**src/acs_pkg.sv**
```systemverilog
// Shared definitions for the comparator status and control register bank.
// Assumes a byte-wide register port and three comparators, indexed 0..2
// for comparators 1..3.
package acs_pkg;

    // Register offsets on the byte-wide port
    localparam logic [7:0] ACS_OFF_STATUS = 8'h00;
    localparam logic [7:0] ACS_OFF_DIS0 = 8'h01;
    localparam logic [7:0] ACS_OFF_DIS1 = 8'h02;
    localparam logic [7:0] ACS_OFF_CTRL1 = 8'h03;
    localparam logic [7:0] ACS_OFF_CTRL2 = 8'h04;
    localparam logic [7:0] ACS_OFF_CTRL3 = 8'h05;
    localparam logic [7:0] ACS_OFF_IRQ_STAT = 8'h06;
    localparam logic [7:0] ACS_OFF_IRQ_CLR = 8'h07;
    localparam logic [7:0] ACS_OFF_IRQ_EN = 8'h08;

    // Reset values
    localparam logic [7:0] ACS_RST_BYTE = 8'h00;
    localparam logic [2:0] ACS_RST_TRIO = 3'h0;
    localparam logic [13:0] ACS_RST_PINS = 14'h0000;

    // Field positions
    localparam int ACS_STAT_FLAG_LSB = 5;
    localparam int ACS_STAT_LEVEL_LSB = 1;
    localparam int ACS_CTRL_IE_BIT = 6;
    localparam int ACS_CTRL_SENS_LSB = 4;
    localparam int ACS_CTRL_HYST_LSB = 0;
    localparam logic [7:0] ACS_CTRL_MASK = 8'h77;
    localparam logic [7:0] ACS_DIS1_MASK = 8'h3f;

    // Sensitivity codes
    localparam logic [1:0] ACS_SENS_TOGGLE = 2'h0;
    localparam logic [1:0] ACS_SENS_RSVD = 2'h1;
    localparam logic [1:0] ACS_SENS_FALL = 2'h2;
    localparam logic [1:0] ACS_SENS_RISE = 2'h3;

    // Hysteresis steps in millivolts
    localparam int ACS_HYST_SMALL_MV = 10;
    localparam int ACS_HYST_LARGE_MV = 25;

    // Register port request
    typedef struct packed {
        logic [7:0] addr;
        logic [7:0] wdata;
        logic wr;
        logic rd;
    } acs_bus_req_t;

    // Decoded hysteresis drive for one comparator
    typedef struct packed {
        logic [2:0] code;
        logic pos_en;
        logic neg_en;
        logic large_step;
    } acs_hyst_t;

endpackage : acs_pkg

```
**src/acs_status.sv**
```systemverilog
// Status, control and input-disable register bank for three comparators.
// Assumes comparator levels and pin inputs synchronous to ref_clk, and an
// interrupt controller that pulses a vector-taken strobe per comparator.
//
// What this block does
// - Hysteresis code: none, +10, -10, +-10, reserved, +25, -25, +-25 mV.
// - Status bits 7..5 hold flags 3..1, bits 3..1 levels; 4, 0 reserved.
// - A flag sets when its output makes the edge chosen by sensitivity.
// - Vector entry clears a flag only while its interrupt enable is set.
// - Writing one to a flag bit clears it, zero leaves it, whatever enable.
// - Each event flag is offered as a converter and DAC trigger.
// - Each level bit is the live comparator output and is read-only.
// - A set input-disable bit turns off a pin buffer and reads its pin zero.
// - Sensitivity 00 toggle, 01 reserved, 10 falling, 11 rising edge.
// - A set flag requests an interrupt only while its enable is set.
//
// The strobed register port and the register addresses were chosen for this implementation.
`timescale 1ns/100ps

module acs_status (
    input wire logic ref_clk,
    input wire logic reset,
    input wire acs_pkg::acs_bus_req_t bus_req,
    output logic [7:0] bus_rdata,
    input wire logic [2:0] cmp_level_in,
    input wire logic [2:0] cmp_vector_taken,
    output logic [2:0] cmp_irq_req,
    output logic [2:0] cmp_trigger,
    output acs_pkg::acs_hyst_t [2:0] hyst_drive,
    input wire logic [13:0] pin_raw,
    output logic [13:0] pin_read,
    output logic [13:0] pin_buf_off,
    output logic irq
);

    // Event detection and flags
    logic [2:0] flag_q;
    logic [2:0] flag_d;
    logic [2:0] level_prev_q;
    logic primed_q;
    logic [2:0] edge_evt;
    logic [2:0] wr_clr;
    logic [2:0] vec_clr;
    logic [2:0] ie_vec;

    // Register storage
    logic [7:0] ctrl_q [3];
    logic [7:0] dis0_q;
    logic [7:0] dis1_q;
    logic [13:0] dis_all;

    // Block interrupt
    logic [2:0] irq_stat_q;
    logic [2:0] irq_en_q;
    logic [2:0] irq_clr;

    // Register port decode and read path
    logic wr_status;
    logic wr_dis0;
    logic wr_dis1;
    logic [2:0] wr_ctrl;
    logic wr_irq_clr;
    logic wr_irq_en;
    logic [7:0] rdata_d;
    logic [7:0] rdata_q;
    logic [7:0] status_view;

    // Write strobe decode, one strobe per register except the read-only ACS_OFF_IRQ_STAT
    always_comb begin
        wr_status = 1'b0;
        wr_dis0 = 1'b0;
        wr_dis1 = 1'b0;
        wr_ctrl = 3'h0;
        wr_irq_clr = 1'b0;
        wr_irq_en = 1'b0;
        if (bus_req.wr) begin
            if (bus_req.addr == acs_pkg::ACS_OFF_STATUS) begin
                wr_status = 1'b1;
            end else if (bus_req.addr == acs_pkg::ACS_OFF_DIS0) begin
                wr_dis0 = 1'b1;
            end else if (bus_req.addr == acs_pkg::ACS_OFF_DIS1) begin
                wr_dis1 = 1'b1;
            end else if (bus_req.addr == acs_pkg::ACS_OFF_CTRL1) begin
                wr_ctrl[0] = 1'b1;
            end else if (bus_req.addr == acs_pkg::ACS_OFF_CTRL2) begin
                wr_ctrl[1] = 1'b1;
            end else if (bus_req.addr == acs_pkg::ACS_OFF_CTRL3) begin
                wr_ctrl[2] = 1'b1;
            end else if (bus_req.addr == acs_pkg::ACS_OFF_IRQ_CLR) begin
                wr_irq_clr = 1'b1;
            end else if (bus_req.addr == acs_pkg::ACS_OFF_IRQ_EN) begin
                wr_irq_en = 1'b1;
            end
        end
    end

    // Interrupt enable per comparator
    always_comb begin
        for (int i = 0; i < 3; i++) begin
            ie_vec[i] = ctrl_q[i][acs_pkg::ACS_CTRL_IE_BIT];
        end
    end

    // Previous level, for edge detection
    always_ff @(posedge ref_clk or posedge reset) begin
        if (reset) begin
            level_prev_q <= acs_pkg::ACS_RST_TRIO;
        end else begin
            level_prev_q <= cmp_level_in;
        end
    end

    // Blocks a false edge on the first cycle after reset
    always_ff @(posedge ref_clk or posedge reset) begin
        if (reset) begin
            primed_q <= 1'b0;
        end else begin
            primed_q <= 1'b1;
        end
    end

    // Edge selection per comparator
    always_comb begin
        for (int i = 0; i < 3; i++) begin
            case (ctrl_q[i][acs_pkg::ACS_CTRL_SENS_LSB +: 2])
                acs_pkg::ACS_SENS_TOGGLE: begin
                    edge_evt[i] = cmp_level_in[i] ^ level_prev_q[i];
                end
                acs_pkg::ACS_SENS_FALL: begin
                    edge_evt[i] = ~cmp_level_in[i] & level_prev_q[i];
                end
                acs_pkg::ACS_SENS_RISE: begin
                    edge_evt[i] = cmp_level_in[i] & ~level_prev_q[i];
                end
                default: begin
                    edge_evt[i] = 1'b0;
                end
            endcase
            edge_evt[i] = edge_evt[i] & primed_q;
        end
    end

    // Flag clear sources
    always_comb begin
        wr_clr = 3'h0;
        if (wr_status) begin
            wr_clr = bus_req.wdata[acs_pkg::ACS_STAT_FLAG_LSB +: 3];
        end
        vec_clr = cmp_vector_taken & ie_vec;
    end

    // Event flags; a new event wins over a clear in the same cycle
    assign flag_d = (flag_q & ~(wr_clr | vec_clr)) | edge_evt;

    always_ff @(posedge ref_clk or posedge reset) begin
        if (reset) begin
            flag_q <= acs_pkg::ACS_RST_TRIO;
        end else begin
            flag_q <= flag_d;
        end
    end

    // Per-comparator requests and conversion triggers
    assign cmp_irq_req = flag_q & ie_vec;
    assign cmp_trigger = flag_q;

    // Comparator control registers
    always_ff @(posedge ref_clk or posedge reset) begin
        if (reset) begin
            for (int i = 0; i < 3; i++) begin
                ctrl_q[i] <= acs_pkg::ACS_RST_BYTE;
            end
        end else begin
            for (int i = 0; i < 3; i++) begin
                if (wr_ctrl[i]) begin
                    ctrl_q[i] <= bus_req.wdata & acs_pkg::ACS_CTRL_MASK;
                end
            end
        end
    end

    // Hysteresis decode to analog drive
    always_ff @(posedge ref_clk or posedge reset) begin
        if (reset) begin
            for (int i = 0; i < 3; i++) begin
                hyst_drive[i] <= '0;
            end
        end else begin
            for (int i = 0; i < 3; i++) begin
                hyst_drive[i].code <=
                    ctrl_q[i][acs_pkg::ACS_CTRL_HYST_LSB +: 3];
                case (ctrl_q[i][acs_pkg::ACS_CTRL_HYST_LSB +: 3])
                    3'h1: begin
                        hyst_drive[i].pos_en <= 1'b1;
                        hyst_drive[i].neg_en <= 1'b0;
                        hyst_drive[i].large_step <= 1'b0;
                    end
                    3'h2: begin
                        hyst_drive[i].pos_en <= 1'b0;
                        hyst_drive[i].neg_en <= 1'b1;
                        hyst_drive[i].large_step <= 1'b0;
                    end
                    3'h3: begin
                        hyst_drive[i].pos_en <= 1'b1;
                        hyst_drive[i].neg_en <= 1'b1;
                        hyst_drive[i].large_step <= 1'b0;
                    end
                    3'h5: begin
                        hyst_drive[i].pos_en <= 1'b1;
                        hyst_drive[i].neg_en <= 1'b0;
                        hyst_drive[i].large_step <= 1'b1;
                    end
                    3'h6: begin
                        hyst_drive[i].pos_en <= 1'b0;
                        hyst_drive[i].neg_en <= 1'b1;
                        hyst_drive[i].large_step <= 1'b1;
                    end
                    3'h7: begin
                        hyst_drive[i].pos_en <= 1'b1;
                        hyst_drive[i].neg_en <= 1'b1;
                        hyst_drive[i].large_step <= 1'b1;
                    end
                    default: begin
                        // None, and the reserved code, give no hysteresis
                        hyst_drive[i].pos_en <= 1'b0;
                        hyst_drive[i].neg_en <= 1'b0;
                        hyst_drive[i].large_step <= 1'b0;
                    end
                endcase
            end
        end
    end

    // Input-disable register for pins 7..0
    always_ff @(posedge ref_clk or posedge reset) begin
        if (reset) begin
            dis0_q <= acs_pkg::ACS_RST_BYTE;
        end else if (wr_dis0) begin
            dis0_q <= bus_req.wdata;
        end
    end

    // Input-disable register for pins 13..8; bits 7..6 stay zero
    always_ff @(posedge ref_clk or posedge reset) begin
        if (reset) begin
            dis1_q <= acs_pkg::ACS_RST_BYTE;
        end else if (wr_dis1) begin
            dis1_q <= bus_req.wdata & acs_pkg::ACS_DIS1_MASK;
        end
    end

    // Buffer gating and forced-low pin reads
    assign dis_all = {dis1_q[5:0], dis0_q};

    // Buffer enables follow the disable bits one cycle later
    always_ff @(posedge ref_clk or posedge reset) begin
        if (reset) begin
            pin_buf_off <= acs_pkg::ACS_RST_PINS;
        end else begin
            pin_buf_off <= dis_all;
        end
    end

    // Pin reads, forced low where the buffer is off
    always_ff @(posedge ref_clk or posedge reset) begin
        if (reset) begin
            pin_read <= acs_pkg::ACS_RST_PINS;
        end else begin
            pin_read <= pin_raw & ~dis_all;
        end
    end

    // Block interrupt: sticky on each new flag event
    always_comb begin
        irq_clr = 3'h0;
        if (wr_irq_clr) begin
            irq_clr = bus_req.wdata[2:0];
        end
    end

    // Sticky block status; a new event wins over a clear
    always_ff @(posedge ref_clk or posedge reset) begin
        if (reset) begin
            irq_stat_q <= acs_pkg::ACS_RST_TRIO;
        end else begin
            irq_stat_q <= (irq_stat_q & ~irq_clr) | edge_evt;
        end
    end

    // Block interrupt enables
    always_ff @(posedge ref_clk or posedge reset) begin
        if (reset) begin
            irq_en_q <= acs_pkg::ACS_RST_TRIO;
        end else if (wr_irq_en) begin
            irq_en_q <= bus_req.wdata[2:0];
        end
    end

    assign irq = |(irq_stat_q & irq_en_q);

    // Status byte view; levels read straight from the comparators
    always_comb begin
        status_view = 8'h00;
        status_view[acs_pkg::ACS_STAT_FLAG_LSB +: 3] = flag_q;
        status_view[acs_pkg::ACS_STAT_LEVEL_LSB +: 3] = cmp_level_in;
    end

    // Read decode; unmapped and write-only offsets read zero
    always_comb begin
        rdata_d = 8'h00;
        if (bus_req.rd) begin
            if (bus_req.addr == acs_pkg::ACS_OFF_STATUS) begin
                rdata_d = status_view;
            end else if (bus_req.addr == acs_pkg::ACS_OFF_DIS0) begin
                rdata_d = dis0_q;
            end else if (bus_req.addr == acs_pkg::ACS_OFF_DIS1) begin
                rdata_d = dis1_q;
            end else if (bus_req.addr == acs_pkg::ACS_OFF_CTRL1) begin
                rdata_d = ctrl_q[0];
            end else if (bus_req.addr == acs_pkg::ACS_OFF_CTRL2) begin
                rdata_d = ctrl_q[1];
            end else if (bus_req.addr == acs_pkg::ACS_OFF_CTRL3) begin
                rdata_d = ctrl_q[2];
            end else if (bus_req.addr == acs_pkg::ACS_OFF_IRQ_STAT) begin
                rdata_d = {5'h00, irq_stat_q};
            end else if (bus_req.addr == acs_pkg::ACS_OFF_IRQ_EN) begin
                rdata_d = {5'h00, irq_en_q};
            end
        end
    end

    // Read data stands only in the cycle after the strobe
    always_ff @(posedge ref_clk or posedge reset) begin
        if (reset) begin
            rdata_q <= acs_pkg::ACS_RST_BYTE;
        end else begin
            rdata_q <= rdata_d;
        end
    end

    assign bus_rdata = rdata_q;

endmodule : acs_status

```
**config.mk**
```make
export PLATFORM = sky130hd
export DESIGN_NAME = acs_status
export DESIGN_NICKNAME = d
export VERILOG_FILES = /design/src/acs_pkg.sv /design/src/acs_status.sv
export SDC_FILE = /design/constraint.sdc
export NUM_CORES = 1
export LEC_CHECK = 0
export BUFFER_PORTS_ARGS = -buffer_cell sky130_fd_sc_hd__buf_2
export CAP_MARGIN = 20
export CORE_ASPECT_RATIO = 0.6
export CORE_MARGIN = 3
export CORE_UTILIZATION = 40
export CTS_BUF_LIST = sky130_fd_sc_hd__clkbuf_8 sky130_fd_sc_hd__clkbuf_16
export DETAILED_ROUTE_END_ITERATION = 10
export GPL_ROUTABILITY_DRIVEN = 0
export PLACE_DENSITY = 0.71
export REMOVE_ABC_BUFFERS = 1
export SLEW_MARGIN = 20
export SYNTH_ARGS = -nofsm -noshare
export SYNTH_HDL_FRONTEND = slang
export SYNTH_SLANG_ARGS = --single-unit
```
**constraint.sdc**
```tcl
create_clock -name ref_clk -period 2.6 [get_ports ref_clk]
set_input_delay 0.13 -clock ref_clk [delete_from_list [all_inputs] [get_ports ref_clk]]
set_output_delay 0.13 -clock ref_clk [all_outputs]
set_load 0.02 [all_outputs]
```
Word-level counts from Yosys, hierarchy flattened
Index checks and enable logic that the tools add are counted.
Widths: inputs -> output; s select.

cells by class
  equal/unequal tests = 32
  multiplexer cells = 52
  bitwise logic cells = 30
  reductions and logical operators = 5

operators by type and width
  operator            count
  $pmux 3 s6          3
  $eq 8x3->1 const B  4
  $mux 1              30
  $mux 7              4
  $eq 3x3->1 const B  9
  $mux 3              8
  $mux 8              3
  $eq 3x2->1 const B  6
  $eq 8x2->1 const B  2
  $and 3x3->3         5
  $and 14x14->14      1
  $not 14->14         1
  $eq 2x2->1 const B  6
  $and 1x1->1         9
  $eq 3x1->1 const B  3
  $or 3x3->3          3
  $pmux 1 s3          3
  $eq 8x1->1 const B  1
  $eq 8x4->1 const B  1
  $logic_not 8->1     1
  $logic_not 2->1     3
  $not 1->1           6
  $not 3->3           2
  $reduce_or 3->1     1
  2 further kinds     4

storage, ports and cells
  flip-flop bits (word level) = 99
  input bits = 40
  output and inout bits = 61

Depth between registers and ports, before layout
  word-level depth = 13
  depth in mapped cells = 7
  mapped depth without buffers = 6

Worst setup path before layout
Ideal clock, no wire load.

  kind = in2reg
  start = input bus_req[15] in the netlist's numbering
  end = register ctrl_q[10] in the netlist's numbering
  library setup time = 0.125 ns
  data arrival time = 1.646 ns
  required time = 2.475 ns
  path slack = 0.829 ns
  stages = 6
  cell sequence = or4_4 buf_6 nor2_4 nand3_2 nor3_4 mux2_2

on the way
  cells in the longest elaborated chain, start to end = 7
  elaborated cells on any way between the ends = 11
  those cells by class = eq/ne (4); mux (6); reduce/logical (1)

ends and longest elaborated chain
  what                           line               RTL
  start, declared                acs_status.sv:23   input wire acs_pkg::acs_bus_req_t bus_req,
  $eq 8x3->1                     acs_status.sv:85   end else if (bus_req.addr == acs_pkg::ACS_OFF_CTRL2) begin
  $mux 1                         acs_status.sv:85
  $mux 2                         acs_status.sv:83   end else if (bus_req.addr == acs_pkg::ACS_OFF_CTRL1) begin
  $mux 3                         acs_status.sv:81   end else if (bus_req.addr == acs_pkg::ACS_OFF_DIS1) begin
  $mux 3                         acs_status.sv:79   end else if (bus_req.addr == acs_pkg::ACS_OFF_DIS0) begin
  $mux 3 *                       acs_status.sv:77   if (bus_req.addr == acs_pkg::ACS_OFF_STATUS) begin
  $mux 3 *                       acs_status.sv:76   if (bus_req.wr) begin
  end signal, assigned by index  acs_status.sv:171  ctrl_q[i] <= acs_pkg::ACS_RST_BYTE;
  end signal, assigned by index  acs_status.sv:176  ctrl_q[i] <= bus_req.wdata & acs_pkg::ACS_CTRL_MASK;
  end, declared                  acs_status.sv:47   logic [7:0] ctrl_q [3];

Every way passes the cells marked *; elsewhere a longest branch is shown, timed or not.
A chain may end at the register's enable or synchronous reset.

Worst setup path after layout
  start = input bus_req[15] in the netlist's numbering
  end = register ctrl_q[18] in the netlist's numbering

on the way
  cells in the longest elaborated chain, start to end = 6
  elaborated cells on any way between the ends = 9
  those cells by class = eq/ne (3); mux (5); reduce/logical (1)

ends and longest elaborated chain
  what        line
  $eq 8x2->1  acs_status.sv:83
  $mux 1      acs_status.sv:83
  $mux 3      acs_status.sv:81
  $mux 3      acs_status.sv:79
  $mux 3 *    acs_status.sv:77
  $mux 3 *    acs_status.sv:76

Marks and branches as above.

==> results.md <==
* Post-synth cell types at 47
* GR Util All Layers at 0.1749
* Nets@finish at 467
* Seq/Total Area, Yosys at 0.6199
* EDFF count, synth at 0
* Core ar. at 0.009459 mm2
* Worst skew pair latency at 350 ps
* Outcome: complete, no violations
* Power Density at 655.6 mW/mm2
* Root Buffer: clkbuf_16
* Post-Syn Area at 0.003996 mm2
* Sw frac at 0.2478
* Final ANT Viol Nets at 0
* Post_cts resized at 0
* # rows at 27
* Die height at 83.43 um
* Final clock skew at 5.742 ps
* Die area at 0.01127 mm2
* Antenna violations before repair at 0
* IO Count at 101
* Setup TNS at 0 ps
* Worst vdd ir at 0.0003947 V
* Synth Instances at 311
* Final Hold Viols at 0
* Top_reg_cell synth: dfrtp_1
* Warnings from Yosys at 0
* Most frequent cells in the layout: buf_2 (100), dfrtp_1 (99), mux2_2 (40), nand2_1 (20), nor2b_1 (20)
* Max-slew violation count at 0
* LEAKAGE at 2.563 nW
* CTS tree: built
* Cell internal pwr at 0.002485 W
* ANT cells at 0
* Slew margin rel. at 0.5787
* Dpl hpwl at 6802 um
* Average size of a mapped cell at 12.85 um2
* First-pass GRT wire length at 15190 um
* Worst Hold Class: in2reg
* Layout cells sized above 1 at 0.4047
* Post-Route WL at 9349 um
* MaxCap Viol Count at 0
* Tmin final at 1881 ps
* Hold Buf Count CTS at 11
* Clk pwr share at 0.403
* Die W at 135.0 um
* Vias per cell at 5.031
* WP data required at 2830 ps
* Psw at 0.0008187 W
* Crit start category: input port
* Clk buf depth at 2
* Transition time of the tightest slew-check pin at 631.9 ps
* Commonest non-fill, non-tap cell in the layout: buf_2
* Drc violations at 0
* H-Tree Depth at 3
* Final Setup Violations at 0
* Layout area overhead at 26.08%
* Initial DRC Count at 196
* Minimum hold slack at 9.216 ps
* Clock slew at reported path FFs at 70 ps
* Crit path DAT at 2110 ps
* Post-CTS Setup Repair Bufs at 0
* Global route total overflow at 0
* FF+latch count, synth at 99
* Comb pwr share at 0.098
* Via count at 2792
* Max Clk Rate at 531.7 MHz
* Flop pwr share at 0.498
* Routed WL per cell at 16.85 um
* Crit Path Category: in2reg
* Vias in the first global route at 2853
* IO Port Bufs at 100
* Period utilization at 0.7234
* CTS buffer count at 9
* Crit. End Element: flop
* Clk sinks at 99
* Initial Utilization at 0.4225
* Largest net degree at the start of global routing at 52
* CP max FO at 10
* Pre-Repair DR Iteration Count at 4
* Async SR Flop Fraction at 1.000
* RSZ-0062 raised after global routing: no
## state kept, by name, summed over array words and instances (netlist names), 6 cells and up
register	count
pin_buf_off	14
hyst_drive	18
dis0_q	8
bus_rdata	8
ctrl_q	18
dis1_q	6
pin_read	14
## power groups by stage
stage	logic (W)	clock network [W]	registers [W]
4_1_cts	0.000330	0.00135	0.00165
3_5_place_dp	0.000315	0	0.00168
6_report	0.000325	0.00133	0.00165
5_1_grt	0.000358	0.00143	0.00165
2_1_floorplan	0.000129	0	0.00171
3_3_place_gp	0.000309	0	0.00167
## layer usage
| layer | wire (um) | vias up | global-route usage | part of all wire |
|---|---|---|---|---|
| li1 | - | 1300 | - | - |
| met1 | 4479 | 1390 | 0.2537 | 0.48 |
| met2 | 4081 | 92 | 0.2608 | 0.44 |
| met3 | 710 | 10 | 0.05448 | 0.076 |
| met4 | 78 | 0 | 0.03568 | 0.0083 |
| met5 | 0 | - | 0 | 0 |
## cell type report
cell class,instances,area [um2]
flip-flops and latches,99,2477
clock inverters,6,73.82
well taps,130,162.7
repair buffers,114,645.6
inverters,12,47.55
multi-input cells,185,1406
clock buffers,9,225.2
fillers,823,4420
## worst paths after layout
| kind | start | endpoint | slack, ps | depth (start not counted) |
|---|---|---|---|---|
| setup / recovery | bus_req[15] | ctrl_q[18] | 720 | 5 |
| hold / removal | pin_raw[12] | pin_read[12] | 9 | 2 |
| setup reg to reg | ctrl_q[8] | bus_rdata[0] | 1040 | 3 |
| hold reg to reg | dis1_q[5] | pin_buf_off[13] | 430 | 0 |
| max in group asynchronous | reset | primed_q | 1490 | 4 |
| min in group asynchronous | reset | hyst_drive[1] | 420 | 3 |
## kinds of logic after synthesis
logic type      count (synthesis)  share of synthesized area
flops                          99                     0.6199
other cells                     1                  0.0009384
compound gates                 44                    0.07890
buf+inv                        27                    0.02818
simple gates                   87                     0.1230
mux                            47                     0.1302
fa+ha+maj                       6                    0.01878
## through the flow
step	utilization	setup WS (ps)	power (W)	cell area, um2	std cells
2_1_floorplan	-	-120.4	0.001839	3929	296
3_3_place_gp	0.4894	477.7	0.001982	4629	529
3_5_place_dp	0.4894	383.9	0.001991	4629	529
4_1_cts	0.5327	750.1	0.003329	5039	555
5_1_grt	0.5327	619.4	0.003439	5039	555
6_report	0.5327	719.1	0.003303	5039	555
## synthesized netlist by cell type, types with 4 or more instances
library cell | number | area, um2
dfrtp_1 | 99 | 2477
mux2_2 | 40 | 450.4
nand2_1 | 20 | 75.07
nor2b_1 | 20 | 125.1
nor2_1 | 15 | 56.30
inv_1 | 12 | 45.04
clkbuf_1 | 10 | 37.54
a21oi_1 | 8 | 40.04
mux2i_1 | 7 | 70.07
nor3_1 | 7 | 35.03
o21ai_0 | 7 | 35.03
ha_1 | 6 | 75.07
nand2b_1 | 4 | 25.02
nand4_1 | 4 | 25.02
## worst max-delay path, cell delays in order
cell and delay [ps]:
buf_2 90, or4_4 610, nor3_4 390, nand4_1 460, mux2_2 430
No activity file was read; power rests on OpenSTA's default activity.
